File: config.mk
export PLATFORM = sky130hd
export DESIGN_NAME = rx_queue_address_pointers
export DESIGN_NICKNAME = d
export VERILOG_FILES = /design/src/rxq_pkg.sv /design/src/rx_queue_address_pointers.sv
export VERILOG_INCLUDE_DIRS = /design/src
export SDC_FILE = /design/constraint.sdc
export NUM_CORES = 1
export LEC_CHECK = 0
export BUFFER_PORTS_ARGS = -buffer_cell sky130_fd_sc_hd__buf_2
export CORE_UTILIZATION = 50
export CTS_CLUSTER_SIZE = 25
export DETAILED_ROUTE_END_ITERATION = 8
export PLACE_DENSITY = 0.81
export SETUP_SLACK_MARGIN = 0.4
export SYNTH_ARGS = -nofsm -noshare
export SYNTH_HDL_FRONTEND = slang
export SYNTH_SLANG_ARGS = --single-unit
File: constraint.sdc
create_clock -name CLK_SYS_I -period 4.9 [get_ports CLK_SYS_I]
set_clock_uncertainty 0.15 [all_clocks]
set_input_delay 0.49 -clock CLK_SYS_I [delete_from_list [all_inputs] [get_ports CLK_SYS_I]]
set_output_delay 0.49 -clock CLK_SYS_I [all_outputs]
set_load 0.03 [all_outputs]
File: src/rxq_defs.svh
/*
  Register indices, field positions, reset values and widths for the receive
  queue address block. Assumes it is included by bare name into the package;
  the design file has no include of its own and uses the macros from there.
*/
`ifndef RXQ_DEFS_SVH
`define RXQ_DEFS_SVH

// Register indices on the control port.
`define RXQ_IDX_BASE_OPT 6'h28
`define RXQ_IDX_FREE_START 6'h29
`define RXQ_IDX_FREE_END 6'h2a
`define RXQ_IDX_FREE_WPTR 6'h2b
`define RXQ_IDX_FREE_RPTR 6'h2c
`define RXQ_IDX_DESC_BASE 6'h2d
`define RXQ_IDX_READY_START 6'h2e
`define RXQ_IDX_READY_END 6'h2f
`define RXQ_IDX_READY_WPTR 6'h30
`define RXQ_IDX_READY_RPTR 6'h31

// Option bits of the base register.
`define RXQ_BIT_NON_ASSURED 15
`define RXQ_BIT_FIRST_CELL_IRQ 14
`define RXQ_BIT_ASYNC_DMA 13
`define RXQ_BIT_ASYNC_RX 12
`define RXQ_BIT_KEEP_MID 11

// Pointer register flag bits.
`define RXQ_BIT_AUTO_INC 15
`define RXQ_BIT_EMPTY 14
`define RXQ_BIT_FULL 13
`define RXQ_BIT_ASYNC_IND 13

// Field widths and address shifts.
`define RXQ_BASE_W 10
`define RXQ_OFS_W 13
`define RXQ_BASE_SHIFT 14
`define RXQ_OFS_SHIFT 1
`define RXQ_DESC_SHIFT 8
`define RXQ_IDX_SHIFT 5
`define RXQ_ADDR_W 24

// Reset values.
`define RXQ_RESET_WORD 16'h0000
`define RXQ_RESET_OFS 13'h0000

`endif

File: src/rxq_pkg.sv
/*
  Types shared by the receive queue address block. Assumes rxq_defs.svh is
  on the include path.
*/
package rxq_pkg;
  `include "rxq_defs.svh"

  // Control register port request.
  typedef struct packed {
    logic [5:0] addr;
    logic [15:0] wdata;
    logic wr;
    logic rd;
  } reg_req_type;

  // Receive option bits as seen by the reassembly logic.
  typedef struct packed {
    logic non_assured_delivery;
    logic first_cell_stream_irq;
    logic reads_async_to_dma_clock;
    logic reads_async_to_rx_clock;
    logic keep_nonzero_mux_id_cells;
  } rx_opts_type;

  // Fetch sequencing of the free queue.
  typedef enum logic [1:0] {
    FETCH_IDLE,
    FETCH_ADDR,
    FETCH_WAIT
  } fetch_state_type;
endpackage

File: src/rx_queue_address_pointers.sv
/*
  Receive queue address generation and pointer keeping: free (pending) queue
  filled by the host, ready (release) queue filled by the device, descriptor
  address forming and receive option bits. Assumes a single 40 MHz clock, a
  16-bit control port with one-cycle strobes and read data the cycle after,
  and a memory port that answers each entry read with a one-cycle valid.
  The ready queue read pointer is kept here only so that posts can tell a
  full queue from an empty one; reading the ready entries is left to the
  host. Nothing here raises an interrupt beyond the one-cycle post pulse.
  Register indices and field positions come from the shared defines header.
*/
// The address map and strobed register access are this design's own decisions.
// How it works
// - Base register gives the top 10 address bits of both queues.
// - Queue address is base shifted 14 over offset shifted 1, 24 bits.
// - Bit 0 of every queue entry address is always zero.
// - Non-assured mode still delivers trailer payload of AAL5 packets failing CRC.
// - First-cell streaming posts the descriptor after cell one and raises interrupt.
// - Keep-MID bit makes AAL3/4 cells with non-zero MID be accepted.
// - Free start offset marks the lowest pending queue address.
// - Free end offset marks the last pending queue address.
// - Pointer write with top data bit set increments instead of loading.
// - Pointer read shows empty when pointers match and queue holds nothing.
// - Pointer read shows full when pointers match and queue is full.
// - Device fetches references at its free read pointer, read-only to host.
// - Descriptor address is table base shifted 8 plus index shifted 5.
// - Ready start offset marks the lowest release queue address.
// - Ready end offset marks the last release queue address.
// - After reassembly the device writes the descriptor at ready write pointer.
`timescale 1ns/1ps
module rx_queue_address_pointers (
  // Clock and reset.
  input wire logic CLK_SYS_I,
  input wire logic RST_B_I,
  // Control register port.
  input wire rxq_pkg::reg_req_type REG_REQ_I,
  output logic [15:0] REG_RDATA_O,
  // Reassembly side requests.
  input wire logic FETCH_REQ_I,
  input wire logic PACKET_DONE_I,
  input wire logic FIRST_CELL_DONE_I,
  input wire logic [11:0] DONE_DESC_IDX_I,
  input wire logic CRC_FAIL_I,
  input wire logic TRAILER_CELL_I,
  input wire logic MID_NONZERO_I,
  input wire logic AAL34_CELL_I,
  // Memory port towards the queues.
  output logic MEM_RD_O,
  output logic MEM_WR_O,
  output logic [23:0] MEM_ADDR_O,
  output logic [15:0] MEM_WDATA_O,
  input wire logic MEM_RVALID_I,
  input wire logic [15:0] MEM_RDATA_I,
  // Results to the reassembly logic.
  output logic FETCH_VALID_O,
  output logic FETCH_NONE_O,
  output logic [23:0] FETCH_DESC_ADDR_O,
  output logic READY_WRITE_IRQ_O,
  output logic READY_FULL_O,
  output logic TRAILER_DMA_EN_O,
  output logic CELL_DISCARD_O,
  output rxq_pkg::rx_opts_type OPTS_O
);
  import rxq_pkg::*;

  // Configuration and pointer state. Offsets and pointers keep only the 13
  // bits that a queue region can address; the upper data bits of the pointer
  // registers carry flags on read-back and are never stored.
  logic [15:0] base_opt_reg;
  logic [12:0] free_start_reg;
  logic [12:0] free_end_reg;
  logic [12:0] free_wptr_reg;
  logic [12:0] free_rptr_reg;
  logic [15:0] desc_base_reg;
  logic [12:0] ready_start_reg;
  logic [12:0] ready_end_reg;
  logic [12:0] ready_wptr_reg;
  logic [12:0] ready_rptr_reg;
  logic free_full_reg;
  logic ready_full_reg;
  logic [15:0] rdata_reg;
  fetch_state_type fetch_reg;
  logic [23:0] fetch_addr_reg;
  logic fetch_valid_reg;
  logic fetch_none_reg;
  logic mem_rd_reg;
  logic mem_wr_reg;
  logic [23:0] mem_addr_reg;
  logic [15:0] mem_wdata_reg;
  logic irq_reg;

  // Decoded strobes and helpers. None of them is stored, so a register write
  // moves the queue pointers at the same edge that latches it.
  logic [9:0] qbase;
  logic wr_hit_free_w;
  logic wr_hit_ready_r;
  logic [12:0] free_w_next;
  logic [12:0] ready_r_next;
  logic free_push;
  logic free_pop;
  logic ready_push;
  logic ready_pop;
  logic free_empty;
  logic ready_empty;

  // Step one pointer forward, wrapping at the end of its region.
  // A pointer outside start..end is never pulled back into range, so software
  // must program both offsets before it moves any pointer.
  function automatic logic [12:0] advance(input logic [12:0] ptr, input logic [12:0] first,
                                          input logic [12:0] last);
    advance = (ptr == last) ? first : ptr + 13'h0001;
  endfunction

  // Entry address: base over pointer, halfword aligned.
  // Base and offset fields do not overlap, so an OR joins them; bit 0 is
  // cleared once more so that no change of the shifts can leave an odd
  // address on the memory port.
  function automatic logic [23:0] entry_addr(input logic [9:0] base, input logic [12:0] ofs);
    logic [23:0] wide;
    wide = 24'h000000;
    wide = {base, 14'h0000} | {10'h000, ofs, 1'b0};
    entry_addr = {wide[23:1], 1'b0};
  endfunction

  // The base field sits in the ten low bits of the base and option register.
  // Both queues share it, so the two regions live in one 16 K byte window.
  assign qbase = base_opt_reg[`RXQ_BASE_W-1:0];

  // Pointer writes from the host, with auto-increment on the top data bit.
  // The same decode feeds the pointer update and the full flag, so a loaded
  // pointer and an incremented one are treated alike.
  assign wr_hit_free_w = REG_REQ_I.wr && (REG_REQ_I.addr == `RXQ_IDX_FREE_WPTR);
  assign wr_hit_ready_r = REG_REQ_I.wr && (REG_REQ_I.addr == `RXQ_IDX_READY_RPTR);
  assign free_w_next = REG_REQ_I.wdata[`RXQ_BIT_AUTO_INC] ?
                       advance(free_wptr_reg, free_start_reg, free_end_reg) :
                       REG_REQ_I.wdata[12:0];
  assign ready_r_next = REG_REQ_I.wdata[`RXQ_BIT_AUTO_INC] ?
                        advance(ready_rptr_reg, ready_start_reg, ready_end_reg) :
                        REG_REQ_I.wdata[12:0];

  // Equal pointers mean empty unless the last move was a push.
  // A host pointer that lands on the read pointer is taken as a full queue,
  // so software must never post more entries than the region can hold.
  assign free_empty = (free_wptr_reg == free_rptr_reg) && !free_full_reg;
  assign ready_empty = (ready_wptr_reg == ready_rptr_reg) && !ready_full_reg;
  assign free_push = wr_hit_free_w;
  assign free_pop = (fetch_reg == FETCH_WAIT) && MEM_RVALID_I;
  assign ready_push = (PACKET_DONE_I || (FIRST_CELL_DONE_I &&
                      base_opt_reg[`RXQ_BIT_FIRST_CELL_IRQ])) && !ready_full_reg;
  assign ready_pop = wr_hit_ready_r;

  // Plain configuration registers.
  // Bit 10 of the base register is unused and always reads back as zero.
  // Writes to the read-only pointer indices fall into the empty default arm.
  // A start or end offset change takes effect at once, even mid-queue.
  always_ff @(posedge CLK_SYS_I or negedge RST_B_I) begin
    if (!RST_B_I) begin
      base_opt_reg <= `RXQ_RESET_WORD;
      free_start_reg <= `RXQ_RESET_OFS;
      free_end_reg <= `RXQ_RESET_OFS;
      desc_base_reg <= `RXQ_RESET_WORD;
      ready_start_reg <= `RXQ_RESET_OFS;
      ready_end_reg <= `RXQ_RESET_OFS;
    end else if (REG_REQ_I.wr) begin
      unique case (REG_REQ_I.addr)
        `RXQ_IDX_BASE_OPT: base_opt_reg <= REG_REQ_I.wdata & 16'hfbff;
        `RXQ_IDX_FREE_START: free_start_reg <= REG_REQ_I.wdata[12:0];
        `RXQ_IDX_FREE_END: free_end_reg <= REG_REQ_I.wdata[12:0];
        `RXQ_IDX_DESC_BASE: desc_base_reg <= REG_REQ_I.wdata;
        `RXQ_IDX_READY_START: ready_start_reg <= REG_REQ_I.wdata[12:0];
        `RXQ_IDX_READY_END: ready_end_reg <= REG_REQ_I.wdata[12:0];
        default: ;
      endcase
    end
  end

  // Free queue: host writes, device reads. A full flag tells equal pointers apart.
  // Writing the start offset restarts the queue empty; it, or a plain load of the
  // write pointer, recovers a pointer that software has set outside the region.
  // A push and a pop in the same cycle leave the fill state as it was.
  always_ff @(posedge CLK_SYS_I or negedge RST_B_I) begin
    if (!RST_B_I) begin
      free_wptr_reg <= `RXQ_RESET_OFS;
      free_rptr_reg <= `RXQ_RESET_OFS;
      free_full_reg <= 1'b0;
    end else begin
      if (REG_REQ_I.wr && REG_REQ_I.addr == `RXQ_IDX_FREE_START) begin
        free_wptr_reg <= REG_REQ_I.wdata[12:0];
        free_rptr_reg <= REG_REQ_I.wdata[12:0];
        free_full_reg <= 1'b0;
      end else begin
        if (free_push) begin
          free_wptr_reg <= free_w_next;
        end
        if (free_pop) begin
          free_rptr_reg <= advance(free_rptr_reg, free_start_reg, free_end_reg);
        end
        if (free_push && !free_pop) begin
          free_full_reg <= (free_w_next == free_rptr_reg);
        end else if (free_pop && !free_push) begin
          free_full_reg <= 1'b0;
        end
      end
    end
  end

  // Ready queue: device writes, host reads.
  // A post that meets a full queue is already refused in ready_push, so the
  // full flag is only cleared by a host move of the read pointer or a restart.
  // Posts and host pops in one cycle leave the fill state unchanged.
  always_ff @(posedge CLK_SYS_I or negedge RST_B_I) begin
    if (!RST_B_I) begin
      ready_wptr_reg <= `RXQ_RESET_OFS;
      ready_rptr_reg <= `RXQ_RESET_OFS;
      ready_full_reg <= 1'b0;
    end else begin
      if (REG_REQ_I.wr && REG_REQ_I.addr == `RXQ_IDX_READY_START) begin
        ready_wptr_reg <= REG_REQ_I.wdata[12:0];
        ready_rptr_reg <= REG_REQ_I.wdata[12:0];
        ready_full_reg <= 1'b0;
      end else begin
        if (ready_push) begin
          ready_wptr_reg <= advance(ready_wptr_reg, ready_start_reg, ready_end_reg);
        end
        if (ready_pop) begin
          ready_rptr_reg <= ready_r_next;
        end
        if (ready_push && !ready_pop) begin
          ready_full_reg <= (advance(ready_wptr_reg, ready_start_reg, ready_end_reg)
                             == ready_rptr_reg);
        end else if (ready_pop && !ready_push) begin
          ready_full_reg <= 1'b0;
        end
      end
    end
  end

  // Free queue fetch: read the entry at the read pointer, then form the address.
  // The entry read is issued only from FETCH_ADDR. A ready post that takes the
  // memory port in that cycle keeps the machine there, so the read is delayed
  // by one cycle instead of being lost and leaving FETCH_WAIT without an answer.
  always_ff @(posedge CLK_SYS_I or negedge RST_B_I) begin
    if (!RST_B_I) begin
      fetch_reg <= FETCH_IDLE;
      fetch_valid_reg <= 1'b0;
      fetch_none_reg <= 1'b0;
      fetch_addr_reg <= 24'h000000;
    end else begin
      fetch_valid_reg <= 1'b0;
      fetch_none_reg <= 1'b0;
      unique case (fetch_reg)
        // Idle: an empty queue answers at once with a one-cycle none pulse.
        FETCH_IDLE: begin
          if (FETCH_REQ_I) begin
            if (free_empty) begin
              fetch_none_reg <= 1'b1;
            end else begin
              fetch_reg <= FETCH_ADDR;
            end
          end
        end
        // Address: the read goes out unless a post holds the memory port.
        FETCH_ADDR: begin
          if (!ready_push) begin
            fetch_reg <= FETCH_WAIT;
          end
        end
        // Wait: the memory answer is turned into a descriptor address.
        FETCH_WAIT: begin
          if (MEM_RVALID_I) begin
            fetch_addr_reg <= {desc_base_reg, 8'h00} +
                              {7'h00, MEM_RDATA_I[11:0], 5'h00};
            fetch_valid_reg <= 1'b1;
            fetch_reg <= FETCH_IDLE;
          end
        end
      endcase
    end
  end

  // Memory port: a ready queue post takes priority over a fetch read.
  // Posts win because a lost post loses a finished packet, whereas a fetch
  // read can simply wait one cycle. The write data carries only the index.
  // Address and data hold their last values; only the strobes return to zero.
  always_ff @(posedge CLK_SYS_I or negedge RST_B_I) begin
    if (!RST_B_I) begin
      mem_rd_reg <= 1'b0;
      mem_wr_reg <= 1'b0;
      mem_addr_reg <= 24'h000000;
      mem_wdata_reg <= 16'h0000;
      irq_reg <= 1'b0;
    end else begin
      mem_rd_reg <= 1'b0;
      mem_wr_reg <= 1'b0;
      irq_reg <= 1'b0;
      if (ready_push) begin
        mem_wr_reg <= 1'b1;
        mem_addr_reg <= entry_addr(qbase, ready_wptr_reg);
        mem_wdata_reg <= {4'h0, DONE_DESC_IDX_I};
        irq_reg <= 1'b1;
      end else if (fetch_reg == FETCH_ADDR) begin
        mem_rd_reg <= 1'b1;
        mem_addr_reg <= entry_addr(qbase, free_rptr_reg);
      end
    end
  end

  // Register read-back, answered the cycle after the strobe.
  // Unmapped indices and idle cycles return zero, so a stale value is never
  // mistaken for a fresh answer. Bit 13 of the read-only pointers shows the
  // async option bit that software set for that clock.
  always_ff @(posedge CLK_SYS_I or negedge RST_B_I) begin
    if (!RST_B_I) begin
      rdata_reg <= 16'h0000;
    end else if (REG_REQ_I.rd) begin
      unique case (REG_REQ_I.addr)
        `RXQ_IDX_BASE_OPT: rdata_reg <= base_opt_reg;
        `RXQ_IDX_FREE_START: rdata_reg <= {3'h0, free_start_reg};
        `RXQ_IDX_FREE_END: rdata_reg <= {3'h0, free_end_reg};
        `RXQ_IDX_FREE_WPTR: rdata_reg <= {1'b0, free_empty, free_full_reg,
                                          free_wptr_reg};
        `RXQ_IDX_FREE_RPTR: rdata_reg <= {2'h0, base_opt_reg[`RXQ_BIT_ASYNC_DMA],
                                          free_rptr_reg};
        `RXQ_IDX_DESC_BASE: rdata_reg <= desc_base_reg;
        `RXQ_IDX_READY_START: rdata_reg <= {3'h0, ready_start_reg};
        `RXQ_IDX_READY_END: rdata_reg <= {3'h0, ready_end_reg};
        `RXQ_IDX_READY_WPTR: rdata_reg <= {2'h0, base_opt_reg[`RXQ_BIT_ASYNC_RX],
                                           ready_wptr_reg};
        `RXQ_IDX_READY_RPTR: rdata_reg <= {1'b0, ready_empty, ready_full_reg,
                                           ready_rptr_reg};
        default: rdata_reg <= 16'h0000;
      endcase
    end else begin
      rdata_reg <= 16'h0000;
    end
  end

  // Async flags are software-owned; they travel out with the options and in bit 13 of the read-only pointers.
  // The reassembly logic reads these levels every cell; they change only on
  // a register write, so software should alter them while reception is idle.
  assign OPTS_O = '{non_assured_delivery: base_opt_reg[`RXQ_BIT_NON_ASSURED],
                    first_cell_stream_irq: base_opt_reg[`RXQ_BIT_FIRST_CELL_IRQ],
                    reads_async_to_dma_clock: base_opt_reg[`RXQ_BIT_ASYNC_DMA],
                    reads_async_to_rx_clock: base_opt_reg[`RXQ_BIT_ASYNC_RX],
                    keep_nonzero_mux_id_cells: base_opt_reg[`RXQ_BIT_KEEP_MID]};

  // Trailer delivery on CRC failure only in non-assured mode.
  // A trailer with a good CRC is always delivered; only a failed one needs the option.
  assign TRAILER_DMA_EN_O = TRAILER_CELL_I &&
                            (!CRC_FAIL_I || base_opt_reg[`RXQ_BIT_NON_ASSURED]);
  // Non-zero MID cells are dropped unless the keep bit is set.
  // Other cell types, or a zero MID, never depend on the keep bit.
  // The level follows the cell attributes in the same cycle.
  assign CELL_DISCARD_O = AAL34_CELL_I && MID_NONZERO_I &&
                          !base_opt_reg[`RXQ_BIT_KEEP_MID];

  // Every data output comes straight from a flip-flop; only the trailer and
  // discard levels are combinational, since they qualify the current cell.
  assign REG_RDATA_O = rdata_reg;
  assign MEM_RD_O = mem_rd_reg;
  assign MEM_WR_O = mem_wr_reg;
  assign MEM_ADDR_O = mem_addr_reg;
  assign MEM_WDATA_O = mem_wdata_reg;
  assign FETCH_VALID_O = fetch_valid_reg;
  assign FETCH_NONE_O = fetch_none_reg;
  assign FETCH_DESC_ADDR_O = fetch_addr_reg;
  assign READY_WRITE_IRQ_O = irq_reg;
  assign READY_FULL_O = ready_full_reg;
endmodule

==> run summary <==
Layout area overhead: 11.7%
Crit path max fanout: 13
Share of layout cells above drive strength 1: 17.4%
Status: finished clean
Register area: 5330 um2
Largest net degree at the start of global routing: 126
All-layer global routing usage: 32.6%
Cell count after synthesis: 1419
First-pass GRT wire length: 64300 um
Grt ovf: 0
Netlist Area Pre-Place: 12700 um2
TritonCTS clock tree: done
DRT Wirelength: 42400 um
Post-detailed-route count of antenna-violating nets: 0
Number of DRC markers in iteration 0: 1344
Peak VDD IR: 0.278 mV
Routed vias: 11400
Count of final hold-check violations: 0
Initial Util: 50.8%
Leakage: 6.78 nW
WL/cell: 23.2 um
Final worst path period share: 63.9%
Syn. warnings: 0
CTS Sinks: 213
Pre-CTS setup slack: 1.43 ns
Die Footprint: 26100 um2
Max-slew headroom: 27.8%
Seq/Total Area, Yosys: 41.9%
Final worst slack: 1.77 ns
Startpoint types: flip-flop
Met2 routed WL: 18100 um
IO buf count: 140
FF+latch count, synth: 213
WHS: 0.00806 ns
Final Max Slew Viols: 0
GP Congestion: 0.985
Worst slew pin tran: 1.08 ns
CP endpoint kind: flip-flop
Antenna Cells: 0
Drt pass-1 iters: 6
Most frequent cell after synthesis: nand2_1
DR DRC count: 0
Unique masters post-synth: 66
Min Tclk post-route: 3.13 ns
DRT met1 WL: 16800 um
Via-to-Cell Ratio: 6.23
Min-Delay Path Class: in -> reg
Cts bufs inserted: 24
Max Cap Viol: 0
Synth area leaders: dfrtp_1, nand2_1, xor2_1, mux2_2, o21ai_0
Worst Setup Path Type: reg -> reg
Max reg flops: 23
Sum Neg Setup Slack: 0 ns
Final setup viols: 0
Multi-input logic area: 6660 um2
Core Area: 25000 um2
Synth cell count leaders: nand2_1, dfrtp_1, o21ai_0
Max Freq: 319 MHz
Largest area contributor in the netlist: dfrtp_1
Clock Tree Buf Depth: 3
Row cnt: 58
DR WL met3: 5400 um
Power per cell area: 503 nW/um2
DP Wirelength: 29300 um
Die Span Y: 162 um
Asr flop ratio synth: 100%
CTS H-tree lvls: 1
Synth Flop Type: dfrtp_1
Layout Nets: 1560
Number of flops mapped to enable cells by yosys: 0
Overall die width: 162 um
I/O pins: 155
Fill count: 2218
Worst-path clk slew: 0.06 ns
Crit path DAT: 3.43 ns
Vias in the first global route: 10800
Core Util, Final: 56.7%
DR top layer: met5
Avg Synthesized Cell Area: 8.97 um2
Required @ worst endpoint: 5.20 ns
Initial antenna violation count: 1
Clk root buf: clkbuf_16
Worst-Skew Late Latency: 0.54 ns
Yosys top cell area share: 41.9%
RSZ-0062 raised after global routing: no
-- placed cells by master (no fill, tap or decap), types with 5 or more instances in the layout --
master and n:
clkbuf_16 24, xnor2_1 68, o22ai_1 17, clkbuf_1 6, nand2_1 216, xor2_1 82
dfrtp_1 213, dlygate4sd3_1 10, nor2b_1 5, mux2i_1 52, a211oi_1 14, ha_1 16
clkinv_2 6, conb_1 10, a22oi_1 25, nor3_1 18, nand3_1 31, a222oi_1 10
o211ai_1 7, inv_1 37, buf_2 139, nor2_1 84, nand4_1 17, and2_1 5
nand2b_1 7, a221oi_1 10, buf_4 15, mux2_2 60, nor4_1 11, a31oi_1 19
a21oi_1 60, a21boi_0 8, and3_1 16, o21ai_0 125
-- report_power, final --
part / total, mW / switching [mW] / internal (mW) / leakage [nW]
clock network: 1.68 / 0.756 / 0.921 / 0.345
registers: 3.02 / 0.855 / 2.17 / 2.77
logic: 2.44 / 1.45 / 0.991 / 3.67
total: 7.14 / 3.06 / 4.08 / 6.78
-- stage by stage --
stage                     total power [mW]  cells  area, um2
final                                 7.14   1827      14200
after detailed placement              5.40   1775      13400
after floorplan                       4.59   1428      12800
after global routing                  7.48   1827      14200
after global placement                5.33   1775      13400
after CTS                             7.09   1827      14200
-- area by class of cell --
type	instances	area share [%]
Clock inverter	11	0.546
Clock buffer	31	4.48
Timing Repair Buffer	166	6.64
Tap cell	330	2.91
Inverter	38	1.00
Sequential cell	213	37.5
Multi-Input combinational cell	1038	46.9
-- worst paths after layout --
kind / end / startpoint / depth (start not counted) / slack, ns
hold / removal: MEM_WDATA_O[8] / DONE_DESC_IDX_I[8] / 3 / 0.008
max in group asynchronous: free_rptr_reg[2] / RST_B_I / 3 / 3.03
hold reg to reg: MEM_WDATA_O[2] / MEM_WDATA_O[2] / 2 / 0.32
min in group asynchronous: ready_rptr_reg[12] / RST_B_I / 2 / 0.51
setup / recovery: free_full_reg / free_rptr_reg[4] / 9 / 1.77
setup reg to reg: free_full_reg / free_rptr_reg[4] / 9 / 1.77
-- worst max-delay path, cell delays in order, from the launching register on --
cell and delay, ns:
dfrtp_1 0.87, inv_1 0.24, a221oi_1 0.34, a21oi_1 0.07, a31o_2 0.24, a2111oi_0 0.42
a31oi_1 0.14, o21ai_0 0.29, nand4_1 0.15, a32oi_1 0.16
-- cell families after synthesis --
group / synth area share [%]
fa+ha+maj: 1.73
flops: 41.9
other cells: 0.0295
compound gates: 16.0
xor+xnor: 10.3
buf+inv: 6.01
mux: 9.52
simple gates: 14.5
-- layer usage --
layer	vias up	GRT usage [%]
met4	2	15.9
met2	748	47.6
met5	-	0
met1	5444	43.2
li1	5022	-
met3	158	11.0
-- timing repair --
action                    4_1_cts  5_1_grt
hold endpoints to repair      133        0
hold buffers                   10        0
gates resized for setup         0        0
buffers inserted                0        0
Power figures use the tool's default switching activity.
